$ cat src/include/line_raster_cfg.svh
// constants and register map of the line stipple and wide line rasterizer
`ifndef LINE_RASTER_CFG_SVH
`define LINE_RASTER_CFG_SVH

// register byte addresses
`define REG_CTRL        8'h00
`define REG_PATTERN     8'h04
`define REG_WIDTH       8'h08
`define REG_STATUS      8'h0C
`define REG_AA_RANGE    8'h10

// control fields
`define CTRL_STIPPLE_BIT   0
`define CTRL_SMOOTH_BIT    1
`define CTRL_MSAA_BIT      2
`define CTRL_CBUF_LSB      4
`define CTRL_CBUF_MSB      5

// dash pattern register fields
`define PAT_MSB         15
`define FACTOR_LSB      16
`define FACTOR_MSB      31

// width is unsigned fixed point with four fraction bits
`define WIDTH_FRAC      4
`define WIDTH_HALF      12'h008
`define WIDTH_BITS      12

// reset values
`define RST_PATTERN     16'hFFFF
`define RST_FACTOR      9'h001
`define RST_WIDTH       12'h010
`define RST_CTRL        6'h00

// repeat factor limits and pattern length
`define FACTOR_MIN      9'h001
`define FACTOR_MAX      9'h100
`define PAT_LEN         5'h10
`define CNT_BITS        12

// coverage scale and sample layout
`define COV_FULL        8'hFF
`define COV_SCALE       8
`define SAMPLE_COUNT    4
`define ONE_BUFFER      2'h1

`endif

$ cat src/include/line_raster_pkg.sv
// types shared by the line stipple and wide line rasterizer
`default_nettype none
package line_raster_pkg;

	// one segment from primitive assembly
	typedef struct packed {
		logic        new_prim;
		logic        independent;
		logic        clipped;
		logic [11:0] x0;
		logic [11:0] y0;
		logic [11:0] x1;
		logic [11:0] y1;
		logic [15:0] z0;
		logic [15:0] z1;
	} seg_type;

	// one surviving fragment for per-fragment processing
	typedef struct packed {
		logic [11:0] x;
		logic [11:0] y;
		logic [15:0] z;
		logic [16:0] z_step;
		logic [7:0]  coverage;
		logic [3:0]  samples;
	} frag_type;

	// register port request
	typedef struct packed {
		logic [7:0]  addr;
		logic [31:0] wdata;
		logic        write;
		logic        read;
	} reg_req_type;

	typedef enum logic {ST_IDLE, ST_RUN} walk_state_type;

endpackage
`default_nettype wire

$ cat src/verilog/line_raster_stipple_wide.sv
// line rasterizer back end: dash pattern, wide runs, smoothing and multisample coverage
`include "line_raster_cfg.svh"
`default_nettype none
module line_raster_stipple_wide #(
	parameter int MAX_ALIASED_WIDTH = 8,
	parameter int MAX_SMOOTH_WIDTH  = 8
) (
	input  wire logic                         i_clock,
	input  wire logic                         i_rst,
	input  wire line_raster_pkg::reg_req_type i_reg,
	output logic [31:0]                       o_reg_rdata,
	input  wire line_raster_pkg::seg_type     i_seg,
	input  wire logic                         i_seg_valid,
	output logic                              o_seg_ready,
	output line_raster_pkg::frag_type         o_frag,
	output logic                              o_frag_valid,
	input  wire logic                         i_frag_ready
);
	import line_raster_pkg::*;

	// ------------------------------------------------------------------
	// elaboration checks
	// ------------------------------------------------------------------
	// aliased maximum must cover one and the smoothed maximum; the run adds an edge pixel
	if (MAX_ALIASED_WIDTH < 1 || MAX_ALIASED_WIDTH > 254)
		$error("aliased width out of range");
	if (MAX_SMOOTH_WIDTH < 1 || MAX_SMOOTH_WIDTH > MAX_ALIASED_WIDTH)
		$error("smoothed width above aliased width");

	localparam logic [7:0] MAX_AW = 8'(MAX_ALIASED_WIDTH);
	localparam logic [7:0] MAX_SW = 8'(MAX_SMOOTH_WIDTH);

	// ------------------------------------------------------------------
	// helper functions
	// ------------------------------------------------------------------
	// pattern bit picked by the running counter
	function automatic logic pattern_bit(input logic [15:0] pat, input logic [8:0] fac,
		input logic [`CNT_BITS-1:0] cnt);
		logic [`CNT_BITS-1:0] q;
		q = cnt / `CNT_BITS'(fac);
		return pat[q[3:0]];
	endfunction

	// linear screen-space depth at step i of n
	function automatic logic [15:0] depth_at(input logic [15:0] za, input logic [15:0] zb,
		input logic [11:0] i, input logic [11:0] n);
		logic signed [17:0] dz;
		logic signed [30:0] prod;
		logic signed [30:0] q;
		dz   = 18'(signed'({2'b00, zb})) - 18'(signed'({2'b00, za}));
		prod = 31'(dz) * 31'(signed'({1'b0, i}));
		q    = prod / 31'(signed'({1'b0, n}));
		return 16'(31'(signed'({1'b0, za})) + q);
	endfunction

	// absolute difference of two coordinates
	function automatic logic [11:0] abs_diff(input logic [11:0] a, input logic [11:0] b);
		return (a >= b) ? (a - b) : (b - a);
	endfunction

	// ------------------------------------------------------------------
	// configuration registers
	// ------------------------------------------------------------------
	logic [15:0]             pattern_reg;
	logic [8:0]              factor_reg;
	logic [`WIDTH_BITS-1:0]  width_reg;
	logic [5:0]              ctrl_reg;
	logic signed [15:0]      fac_in;
	logic [8:0]              fac_sat;

	// signed factor saturated before storing
	assign fac_in  = signed'(i_reg.wdata[`FACTOR_MSB:`FACTOR_LSB]);
	assign fac_sat = (fac_in < 16'sd1) ? `FACTOR_MIN :
	                 (fac_in > 16'sd256) ? `FACTOR_MAX : 9'(fac_in);

	// dash pattern and repeat factor written together
	always_ff @(posedge i_clock or posedge i_rst)
	begin
		if (i_rst)
		begin
			pattern_reg <= `RST_PATTERN;
			factor_reg  <= `RST_FACTOR;
		end
		else if (i_reg.write && i_reg.addr == `REG_PATTERN)
		begin
			pattern_reg <= i_reg.wdata[`PAT_MSB:0];
			factor_reg  <= fac_sat;
		end
	end

	// width; a zero width is an error upstream and is ignored here
	always_ff @(posedge i_clock or posedge i_rst)
	begin
		if (i_rst)
			width_reg <= `RST_WIDTH;
		else if (i_reg.write && i_reg.addr == `REG_WIDTH && i_reg.wdata[11:0] != 12'h000)
			width_reg <= i_reg.wdata[`WIDTH_BITS-1:0];
	end

	// enables: masking, edge_smoothing_enable, multisample, coverage_buffer_count
	always_ff @(posedge i_clock or posedge i_rst)
	begin
		if (i_rst)
			ctrl_reg <= `RST_CTRL;
		else if (i_reg.write && i_reg.addr == `REG_CTRL)
			ctrl_reg <= i_reg.wdata[`CTRL_CBUF_MSB:0];
	end

	logic       stipple_enable;
	logic       edge_smoothing_enable;
	logic       ms_active;
	logic [1:0] coverage_buffer_count;
	logic [15:0] eff_pattern;
	assign stipple_enable        = ctrl_reg[`CTRL_STIPPLE_BIT];
	assign edge_smoothing_enable = ctrl_reg[`CTRL_SMOOTH_BIT];
	assign coverage_buffer_count = ctrl_reg[`CTRL_CBUF_MSB:`CTRL_CBUF_LSB];
	assign ms_active = ctrl_reg[`CTRL_MSAA_BIT] && coverage_buffer_count == `ONE_BUFFER;
	assign eff_pattern = stipple_enable ? pattern_reg : `RST_PATTERN;

	// ------------------------------------------------------------------
	// width rounding
	// ------------------------------------------------------------------
	logic [8:0] width_round;
	logic [7:0] width_alias;
	logic [7:0] width_smooth;
	logic [7:0] width_eff;
	// spare top bit keeps the widest settings from wrapping to a thin line
	assign width_round  = 9'(({1'b0, width_reg} + 13'(`WIDTH_HALF)) >> `WIDTH_FRAC);
	assign width_alias  = (width_round == 9'h000) ? 8'h01 :
	                      (width_round > {1'b0, MAX_AW}) ? MAX_AW : width_round[7:0];
	// smoothed widths outside the readable range fall back to the nearest supported
	assign width_smooth = (width_alias > MAX_SW) ? MAX_SW : width_alias;
	assign width_eff    = (edge_smoothing_enable || ms_active) ? width_smooth : width_alias;

	// ------------------------------------------------------------------
	// segment walker
	// ------------------------------------------------------------------
	walk_state_type       state_reg;
	seg_type              seg_reg;
	logic                 x_major_reg;
	logic [11:0]          dmaj_reg;
	logic [11:0]          dmin_reg;
	logic                 smaj_reg;
	logic                 smin_reg;
	logic [11:0]          step_reg;
	logic [11:0]          maj_reg;
	logic [11:0]          min_reg;
	logic signed [14:0]   err_reg;
	logic [7:0]           run_reg;
	logic [7:0]           run_len_reg;
	logic [`CNT_BITS-1:0] cnt_reg;
	logic                 smooth_reg;
	logic                 ms_reg;

	logic [11:0] adx;
	logic [11:0] ady;
	logic        seg_x_major;
	logic        accept;
	assign adx         = abs_diff(i_seg.x1, i_seg.x0);
	assign ady         = abs_diff(i_seg.y1, i_seg.y0);
	assign seg_x_major = adx >= ady;
	assign o_seg_ready = state_reg == ST_IDLE;
	assign accept      = i_seg_valid && o_seg_ready;

	// current column data
	logic        col_keep;
	logic        last_in_run;
	logic        last_step;
	logic        can_emit;
	logic        advance;
	assign col_keep    = pattern_bit(eff_pattern, factor_reg, cnt_reg);
	assign last_in_run = !col_keep || run_reg == run_len_reg - 8'h01;
	assign last_step   = step_reg == dmaj_reg - 12'h001;
	assign can_emit    = !o_frag_valid || i_frag_ready;
	assign advance     = state_reg == ST_RUN && can_emit;

	// walk control: one fragment of a run per cycle, a dropped run in one cycle
	always_ff @(posedge i_clock or posedge i_rst)
	begin
		if (i_rst)
			state_reg <= ST_IDLE;
		else if (accept && (seg_x_major ? adx : ady) != 12'h000)
			state_reg <= ST_RUN; // half-open, zero length emits nothing
		else if (advance && last_in_run && last_step)
			state_reg <= ST_IDLE;
	end

	// segment setup; minor start shifted by (w-1)/2
	always_ff @(posedge i_clock or posedge i_rst)
	begin
		if (i_rst)
		begin
			seg_reg     <= '0;
			x_major_reg <= 1'b1;
			dmaj_reg    <= 12'h000;
			dmin_reg    <= 12'h000;
			smaj_reg    <= 1'b0;
			smin_reg    <= 1'b0;
			run_len_reg <= 8'h01;
			smooth_reg  <= 1'b0;
			ms_reg      <= 1'b0;
		end
		else if (accept)
		begin
			seg_reg     <= i_seg;
			x_major_reg <= seg_x_major;
			dmaj_reg    <= seg_x_major ? adx : ady;
			dmin_reg    <= seg_x_major ? ady : adx;
			smaj_reg    <= seg_x_major ? (i_seg.x1 < i_seg.x0) : (i_seg.y1 < i_seg.y0);
			smin_reg    <= seg_x_major ? (i_seg.y1 < i_seg.y0) : (i_seg.x1 < i_seg.x0);
			// smoothed and multisample runs take one extra edge pixel
			run_len_reg <= (edge_smoothing_enable || ms_active) ? width_eff + 8'h01 : width_eff;
			smooth_reg  <= edge_smoothing_enable;
			ms_reg      <= ms_active;
		end
	end

	// major and minor positions with bresenham error, start to end
	always_ff @(posedge i_clock or posedge i_rst)
	begin
		if (i_rst)
		begin
			step_reg <= 12'h000;
			maj_reg  <= 12'h000;
			min_reg  <= 12'h000;
			err_reg  <= '0;
		end
		else if (accept)
		begin
			step_reg <= 12'h000;
			maj_reg  <= seg_x_major ? i_seg.x0 : i_seg.y0;
			min_reg  <= (seg_x_major ? i_seg.y0 : i_seg.x0) - 12'((width_eff - 8'h01) >> 1);
			err_reg  <= 15'(signed'({3'b000, seg_x_major ? ady : adx}) <<< 1)
			          - 15'(signed'({3'b000, seg_x_major ? adx : ady}));
		end
		else if (advance && last_in_run)
		begin
			step_reg <= step_reg + 12'h001;
			maj_reg  <= smaj_reg ? maj_reg - 12'h001 : maj_reg + 12'h001;
			if (err_reg > 0)
			begin
				min_reg <= smin_reg ? min_reg - 12'h001 : min_reg + 12'h001;
				err_reg <= err_reg + 15'(signed'({3'b000, dmin_reg}) <<< 1)
				         - 15'(signed'({3'b000, dmaj_reg}) <<< 1);
			end
			else
				err_reg <= err_reg + 15'(signed'({3'b000, dmin_reg}) <<< 1);
		end
	end

	// position inside the replicated run
	always_ff @(posedge i_clock or posedge i_rst)
	begin
		if (i_rst)
			run_reg <= 8'h00;
		else if (accept || (advance && last_in_run))
			run_reg <= 8'h00;
		else if (advance)
			run_reg <= run_reg + 8'h01;
	end

	// wrap after sixteen repeats so a factor that is no power of two keeps its bit
	logic [12:0] cnt_last;
	assign cnt_last = {factor_reg, 4'h0} - 13'h0001;

	// counter steps once per column; a joined segment keeps whatever it holds
	always_ff @(posedge i_clock or posedge i_rst)
	begin
		if (i_rst)
			cnt_reg <= '0;
		else if (accept && (i_seg.new_prim || i_seg.independent))
			cnt_reg <= '0;
		else if (accept)
			cnt_reg <= cnt_reg;
		else if (advance && last_in_run && cnt_reg == cnt_last[`CNT_BITS-1:0])
			cnt_reg <= '0;
		else if (advance && last_in_run)
			cnt_reg <= cnt_reg + `CNT_BITS'(1);
	end

	// ------------------------------------------------------------------
	// coverage
	// ------------------------------------------------------------------
	// fraction of the line centre above the base pixel, in 1/256
	logic [7:0]  frac;
	logic [21:0] frac_q;
	logic [21:0] frac_num;
	logic [12:0] frac_den;
	logic        run_low;
	logic        run_high;
	logic [7:0]  cov;
	logic [3:0]  samples;
	assign frac_num = 22'(unsigned'(err_reg + 15'(signed'({3'b000, dmaj_reg})))) << `COV_SCALE;
	assign frac_den = {dmaj_reg, 1'b0};
	assign frac_q   = (frac_den == 13'h0000) ? 22'h000000 : frac_num / 22'(frac_den);
	// a centre on the pixel top gives 256, held at full scale instead of wrapping
	assign frac     = (frac_q > 22'(`COV_FULL)) ? `COV_FULL : frac_q[7:0];
	assign run_low  = run_reg == 8'h00;
	assign run_high = run_reg == run_len_reg - 8'h01;

	// edge pixels of the rectangle split coverage by the centre fraction
	always_comb
	begin
		cov     = `COV_FULL;
		samples = '1;
		if (smooth_reg || ms_reg)
		begin
			if (run_low)
				cov = `COV_FULL - frac;
			else if (run_high)
				cov = frac;
			for (int k = 0; k < `SAMPLE_COUNT; k++)
			begin
				// sample k sits at (2k+1)/8 across the pixel
				if (run_low)
					samples[k] = 8'(((2 * k) + 1) * 32) >= frac;
				else if (run_high)
					samples[k] = 8'(((2 * k) + 1) * 32) < frac;
			end
		end
	end

	// multisample drops pixels with no sample inside; smoothing drops empty ones
	logic emit_ok;
	assign emit_ok = col_keep && (ms_reg ? samples != 4'h0 : cov != 8'h00);

	// ------------------------------------------------------------------
	// fragment output
	// ------------------------------------------------------------------
	logic [11:0] minor_pos;
	logic [16:0] zstep;
	assign minor_pos = min_reg + 12'(run_reg);
	assign zstep = 17'(depth_at(seg_reg.z0, seg_reg.z1, 12'h001, dmaj_reg))
	             - 17'(seg_reg.z0);

	// registered fragment held until taken
	always_ff @(posedge i_clock or posedge i_rst)
	begin
		if (i_rst)
		begin
			o_frag       <= '0;
			o_frag_valid <= 1'b0;
		end
		else if (can_emit)
		begin
			o_frag_valid <= advance && emit_ok;
			if (advance && emit_ok)
			begin
				o_frag.x        <= x_major_reg ? maj_reg : minor_pos;
				o_frag.y        <= x_major_reg ? minor_pos : maj_reg;
				o_frag.z        <= depth_at(seg_reg.z0, seg_reg.z1, step_reg, dmaj_reg);
				o_frag.z_step   <= zstep;
				o_frag.coverage <= ms_reg ? `COV_FULL : cov;
				o_frag.samples  <= samples;
			end
		end
	end

	// ------------------------------------------------------------------
	// register read port
	// ------------------------------------------------------------------
	// data stands only in the cycle after the read strobe
	always_ff @(posedge i_clock or posedge i_rst)
	begin
		if (i_rst)
			o_reg_rdata <= 32'h0000_0000;
		else if (!i_reg.read)
			o_reg_rdata <= 32'h0000_0000;
		else
		begin
			unique case (i_reg.addr)
				`REG_CTRL:     o_reg_rdata <= 32'(ctrl_reg);
				`REG_PATTERN:  o_reg_rdata <= {7'h00, factor_reg, pattern_reg};
				`REG_WIDTH:    o_reg_rdata <= 32'(width_reg);
				`REG_STATUS:   o_reg_rdata <= {15'h0000, state_reg == ST_RUN, 4'h0, cnt_reg};
				`REG_AA_RANGE: o_reg_rdata <= {16'h0000, MAX_AW, MAX_SW};
				default:       o_reg_rdata <= 32'h0000_0000;
			endcase
		end
	end

endmodule
`default_nettype wire

$ cat config.mk
export PLATFORM = sky130hd
export DESIGN_NAME = line_raster_stipple_wide
export DESIGN_NICKNAME = d
export VERILOG_FILES = /design/src/include/line_raster_pkg.sv /design/src/verilog/line_raster_stipple_wide.sv
export VERILOG_INCLUDE_DIRS = /design/src /design/src/include
export SDC_FILE = /design/constraint.sdc
export NUM_CORES = 2
export LEC_CHECK = 0
export BUFFER_PORTS_ARGS = -buffer_cell sky130_fd_sc_hd__clkbuf_2
export CAP_MARGIN = 40
export CORE_ASPECT_RATIO = 1.5
export CORE_MARGIN = 3
export CORE_UTILIZATION = 60
export CTS_BUF_LIST = sky130_fd_sc_hd__clkbuf_8
export CTS_CLUSTER_SIZE = 10
export DETAILED_ROUTE_END_ITERATION = 8
export HOLD_SLACK_MARGIN = 0.08
export PLACE_DENSITY = 0.75
export SETUP_SLACK_MARGIN = 0.02
export SLEW_MARGIN = 5
export SYNTH_ARGS = -nofsm -noshare
export SYNTH_HDL_FRONTEND = slang
export SYNTH_SLANG_ARGS = --single-unit
$ cat constraint.sdc
create_clock -name i_clock -period 136.9 [get_ports i_clock]
set_input_delay 6.845 -clock i_clock [delete_from_list [all_inputs] [get_ports i_clock]]
set_output_delay 6.845 -clock i_clock [all_outputs]
set_load 0.03 [all_outputs]
# After elaboration in Yosys (flattened, before gate mapping)
# Cells that the tools add are included.
[totals]
latchBits = 0
memories = 0
rom_bits = 0
input_bits = 129
mem_bits_rw = 0
regBits = 286
output_inout_bits = 103
elab_cells = 188
[op_classes]
n_mul = 1
n_eq_ne = 9
n_div = 4
bitwise_logic = 1
magnitude_cmp = 20
reduce_logical = 38
muxes = 58
addsub = 28
shifts = 0
[ops]
columns = ["op", "n"]
rows = [
  ["12-bit 2-to-1 mux", 21],
  ["25-bit one-hot mux with 5 select lines", 1],
  ["8-bit 2-to-1 mux", 12],
  ["31-bit by 13-bit divider with 31-bit output", 2],
  ["12-bit by 1-bit adder with 12-bit output, second input constant", 4],
  ["12-bit by 1-bit subtractor with 12-bit output, second input constant", 4],
  ["12-bit subtractor", 4],
  ["15-bit 2-to-1 mux", 3],
  ["12-bit greater-or-equal comparator", 3],
  ["16-bit by 16-bit subtractor with 17-bit output", 2],
  ["16-bit adder", 2],
  ["17-bit by 13-bit multiplier with 30-bit output", 1],
  ["25-bit 2-to-1 mux", 1],
  ["12-bit == test", 2],
  ["12-bit less-than comparator", 2],
  ["12-bit nonzero test", 2],
  ["22-bit by 13-bit divider with 22-bit output", 1],
  ["22-bit by 8-bit greater-than comparator with 1-bit output, second input constant", 1],
  ["22-bit 2-to-1 mux", 1],
  ["9-bit 2-to-1 mux", 2],
  ["8-bit by 1-bit adder with 8-bit output, second input constant", 2],
  ["8-bit by 4-bit == test with 1-bit output, second input constant", 2],
  ["8-bit greater-or-equal comparator, first input constant", 2],
  ["16-bit by 10-bit greater-than comparator with 1-bit output, second input constant", 1],
  ["42 further kinds", 81],
]

# Logic depth before layout (Yosys ltp)
[logic_depth]
depth_word = 14
mapped_depth = 512
mapped_depth_nobuf = 477

# Worst setup path after synthesis
# No wires, ideal clock.
[synth_timing]
path_kind = "register to register"
start = "register seg_reg[16] (netlist name)"
end = "register o_frag[44] (netlist name)"
path_buffers = 45
arrival_time_ps = 96195
setup_ps = 137
required_ps = 136763
period_less_slack_ps = 96332
path_stages_with_launch = 495
slack_ps = 40568
path_cell_list = "dfrtp_1 ha_1 fa_1 nor2b_1 nor3_1 nor3b_1 nor3_1 a21oi_1 nand3_1 nand3_1 o31ai_1 nor2b_1 clkbuf_1 clkbuf_1 clkbuf_1 and2_1 fa_1 inv_1 [... 459 more ...] a21o_1 a21oi_1 o21bai_1 a21oi_1 o21bai_1 a21oi_1 o21bai_1 a21oi_1 o21bai_1 a21oi_1 o21bai_1 a21oi_1 o21bai_1 a21oi_1 xnor2_1 xnor2_1 xnor2_1 a21oi_1"
[synth_via]
elab_chain_cells = 4
[synth_rtl]
columns = ["element", "line_no", "source"]
rows = [
  ["from (decl)", "line_raster_stipple_wide.sv:139", "seg_type seg_reg;"],
  ["from (signal assigned)", "line_raster_stipple_wide.sv:205", "seg_reg <= i_seg;"],
  ["16-bit by 16-bit subtractor with 17-bit output", "line_raster_stipple_wide.sv:50", "dz = 18'(signed'({2'b00, zb})) - 18'(signed'({2'b00, za}));"],
  ["17-bit by 13-bit multiplier with 30-bit output", "line_raster_stipple_wide.sv:51", "prod = 31'(dz) * 31'(signed'({1'b0, i}));"],
  ["31-bit by 13-bit divider with 31-bit output", "line_raster_stipple_wide.sv:52", "q = prod / 31'(signed'({1'b0, n}));"],
  ["16-bit adder (*)", "line_raster_stipple_wide.sv:53", "return 16'(31'(signed'({1'b0, za})) + q);"],
  ["to (decl)", "line_raster_stipple_wide.sv:15", "output line_raster_pkg::frag_type o_frag,"],
]
# Mark *: on every way between the ends. The rest lies on a longest branch, timed or not.
# A chain may end at the register's enable or synchronous reset.

# Worst setup path after layout
# Same ends and word-level chain as after synthesis.

==> run_results.csv <==
group,metric,value,unit
floorplan,die_area,139000,um^2
critical_path,r2r_start,"seg_reg[16]$_DFFE_PP0P_",
clock_network,cts_hold_buf,0,
critical_path,startpoint_type,"flop",
floorplan,num_rows,164,
clock_network,cts_setup_buffers,0,
sta,fin_crit,109.35,ns
placement,routabilityCongestion,0.961,
routing,wl_per_cell,19.3,um
clock_network,numCtsBuffers,40,
routing,wl,246000,um
routing,viasPerCell,6.45,
floorplan,pin_count,232,
floorplan,initial_core_util,0.606,
run,drv_cap,0,
yosys,synthArstFlopShare,1.00,
routing,dr.pass1.iters,8,
clock_network,clk_transition_reported_paths,0.07,ns
critical_path,cp.arrival,109.80,ns
clock_network,cts-root-buf,"clkbuf_8",
critical_path,criticalPathCategory,"flop to flop",
critical_path,r2r_cells,458,
routing,drtAntennaViolNets,0,
clock_network,clockBufferDepth,3,
critical_path,critPathSlowestCell,"a2111oi_2",
grt,grt_pass1_vias,81409,
critical_path,worst-path-max-fanout,27,
min_path,hold_path_class,"flop to flop",
floorplan,core,134000,um^2
yosys,synth_edf_count,0,
grt,grt_pass1_wl,397000,um
clock_network,cts_num_sinks,279,
grt,globalRouteOverflowTotal,0,
sta,finalCritPeriodShare,0.799,
critical_path,crit_top_cell,"o21a_1",
placement,dpl.hpwl,198000,um
yosys,synthTopCellsByArea,"ha_1 (18%), dfrtp_1 (8.0%), fa_1 (5.1%)",
yosys,ys_seq_area_frac,0.0866,
grt,track_usage,0.339,
sta,drv_slew,0,
critical_path,crit_required,137.35,ns
clock_network,clk_latency,0.65,ns
clock_network,cts.repair.resized,0,
floorplan,die_w,306,um
sta,final_hold_viol_count,0,
yosys,yosysTopAreaCell,"ha_1",
sta,fin_skew,0.0692,ns
grt,antenna_found_initial,11,
clock_network,htree_num_levels,2,
min_path,hold_depth,2,
routing,drt_iter0_drc,4872,
yosys,synth_cell_types,150,
critical_path,crit_path_end,"o_frag[44]$_DFFE_PP0P_",
yosys,yosys_warnings,0,
clock_network,cts_tree,"yes",
sta,relSlewSlack,0.348,
sta,tns,0,ns
finish,mostFrequentLayoutCells,"ha_1 (1161), nand2_1 (1028), nor2_1 (949), a21oi_1 (759), inv_1 (626)",
critical_path,slowest_delay,0.75,ns
outcome,status,"completed",
finish,layout_commonest_cell,"ha_1",
yosys,avgSynthCellArea,7.45,um^2
grt,grt_max_degree,134,
yosys,syn_area,80900,um^2
finish,syn_to_final_growth,5.28,%
sta,rsz0062_at_grt,"false",
sta,worstMarginPinSlew,0.977,ns
placement,port_buffers,223,
yosys,synth_flop_cell,"dfrtp_1",
routing,route.vias.total,82002,
yosys,synth_top_area_frac,0.180,
yosys,ys_ff_latch,279,
routing,drc_errors,0,
floorplan,die_y,456,um
finish,drive_above_1_share,0.0937,
finish,largest_register_ff_count,69,
critical_path,crit_start,"seg_reg[16]$_DFFE_PP0P_",
sta,final-setup-viol-count,0,
critical_path,worstReg2RegEnd,"o_frag[44]$_DFFE_PP0P_",
critical_path,rrSetupSlack,27.55,ns
sta,clock.fmax,9.15,MHz
yosys,syn_inst,10864,
finish,final_nets,12434,
critical_path,end_kind,"flop",
## through the flow
| stage | cells | hold WS (ns) | setup WS (ns) | cell area [um^2] | util |
|---|---|---|---|---|---|
| after CTS | 12711 | 0.465 | 28.52 | 85100 | 0.637 |
| after global routing | 12716 | 0.478 | 19.60 | 85200 | 0.638 |
| after global placement | 12612 | 0.454 | 29.85 | 83900 | 0.628 |
| after floorplan | 10887 | 0.442 | 40.57 | 81000 | - |
| final | 12722 | 0.467 | 27.55 | 85200 | 0.638 |
| after detailed placement | 12637 | 0.455 | 28.83 | 84200 | 0.631 |
## metal layers
metal	vias to the layer above	track usage	wire, um
met5	-	0	85
met4	12	0.185	14800
met3	871	0.0446	13600
met2	2470	0.636	124000
met1	38858	0.364	93400
li1	39791	-	-
## worst min path at each step
stage | start | slack (ns) | to
2_1_floorplan | pattern_reg[14]$_DFFE_PP1P_ | 0.44 | pattern_reg[14]$_DFFE_PP1P_
6_report | pattern_reg[1]$_DFFE_PP1P_ | 0.47 | pattern_reg[1]$_DFFE_PP1P_
5_1_grt | pattern_reg[1]$_DFFE_PP1P_ | 0.48 | pattern_reg[1]$_DFFE_PP1P_
3_5_place_dp | pattern_reg[1]$_DFFE_PP1P_ | 0.46 | pattern_reg[1]$_DFFE_PP1P_
3_3_place_gp | pattern_reg[5]$_DFFE_PP1P_ | 0.45 | pattern_reg[5]$_DFFE_PP1P_
4_1_cts | pattern_reg[1]$_DFFE_PP1P_ | 0.47 | pattern_reg[1]$_DFFE_PP1P_
## critical path, delay by kind of cell, from the launching register on
| kind | cells | cell delay (ns) |
|---|---|---|
| XOR/XNOR | 5 | 1.42 |
| AND/OR/NAND/NOR | 114 | 27.27 |
| AO/OA/AOI/OAI | 272 | 61.48 |
| flip-flops | 1 | 0.50 |
| buffers and inverters | 23 | 3.61 |
| adder cells (fa/ha/maj) | 40 | 13.57 |
| multiplexers | 4 | 0.96 |
## layout make-up
type	instances	area (um^2)
Tap cell	1743	2180
Timing Repair Buffer	367	2310
Fill cell	12117	48400
Sequential cell	279	7010
Multi-Input combinational cell	9620	70400
Inverter	631	2400
Antenna cell	8	20.0
Clock buffer	52	716
Clock inverter	22	193
## synthesized netlist by cell type (31+ instances only)
cell type,n
or3_1,106
buf_1,31
nand2_1,1029
clkbuf_1,272
mux2_2,243
a21boi_0,31
nand3_1,215
nor2_1,950
dfrtp_1,259
nand4_1,106
o21a_1,503
a21o_1,301
fa_1,205
o21ai_0,526
and2_1,179
xor2_1,238
o31ai_1,244
mux2i_1,128
nand2b_1,156
or4_1,31
a211oi_1,68
o21ai_1,41
ha_1,1161
buf_2,40
or2_2,109
xnor2_1,439
and3_1,80
a21oi_1,760
nor4_1,63
nor2b_1,145
a31oi_1,96
o21bai_1,100
nor3_1,587
inv_1,629
o211ai_1,83
## logic make-up after synthesis
kind of cell | synth area share
muxes | 0.0541
DFF | 0.0866
adders and majority gates | 0.231
buffers and inverters | 0.0472
other | 0.0000928
xor gates and xnor gates | 0.0739
and+or+nand+nor | 0.241
AOI/OAI and AO/OA | 0.267
Power is not shown: default switching activity piles up to over one toggle a cycle in this logic, so the estimate is an artifact.
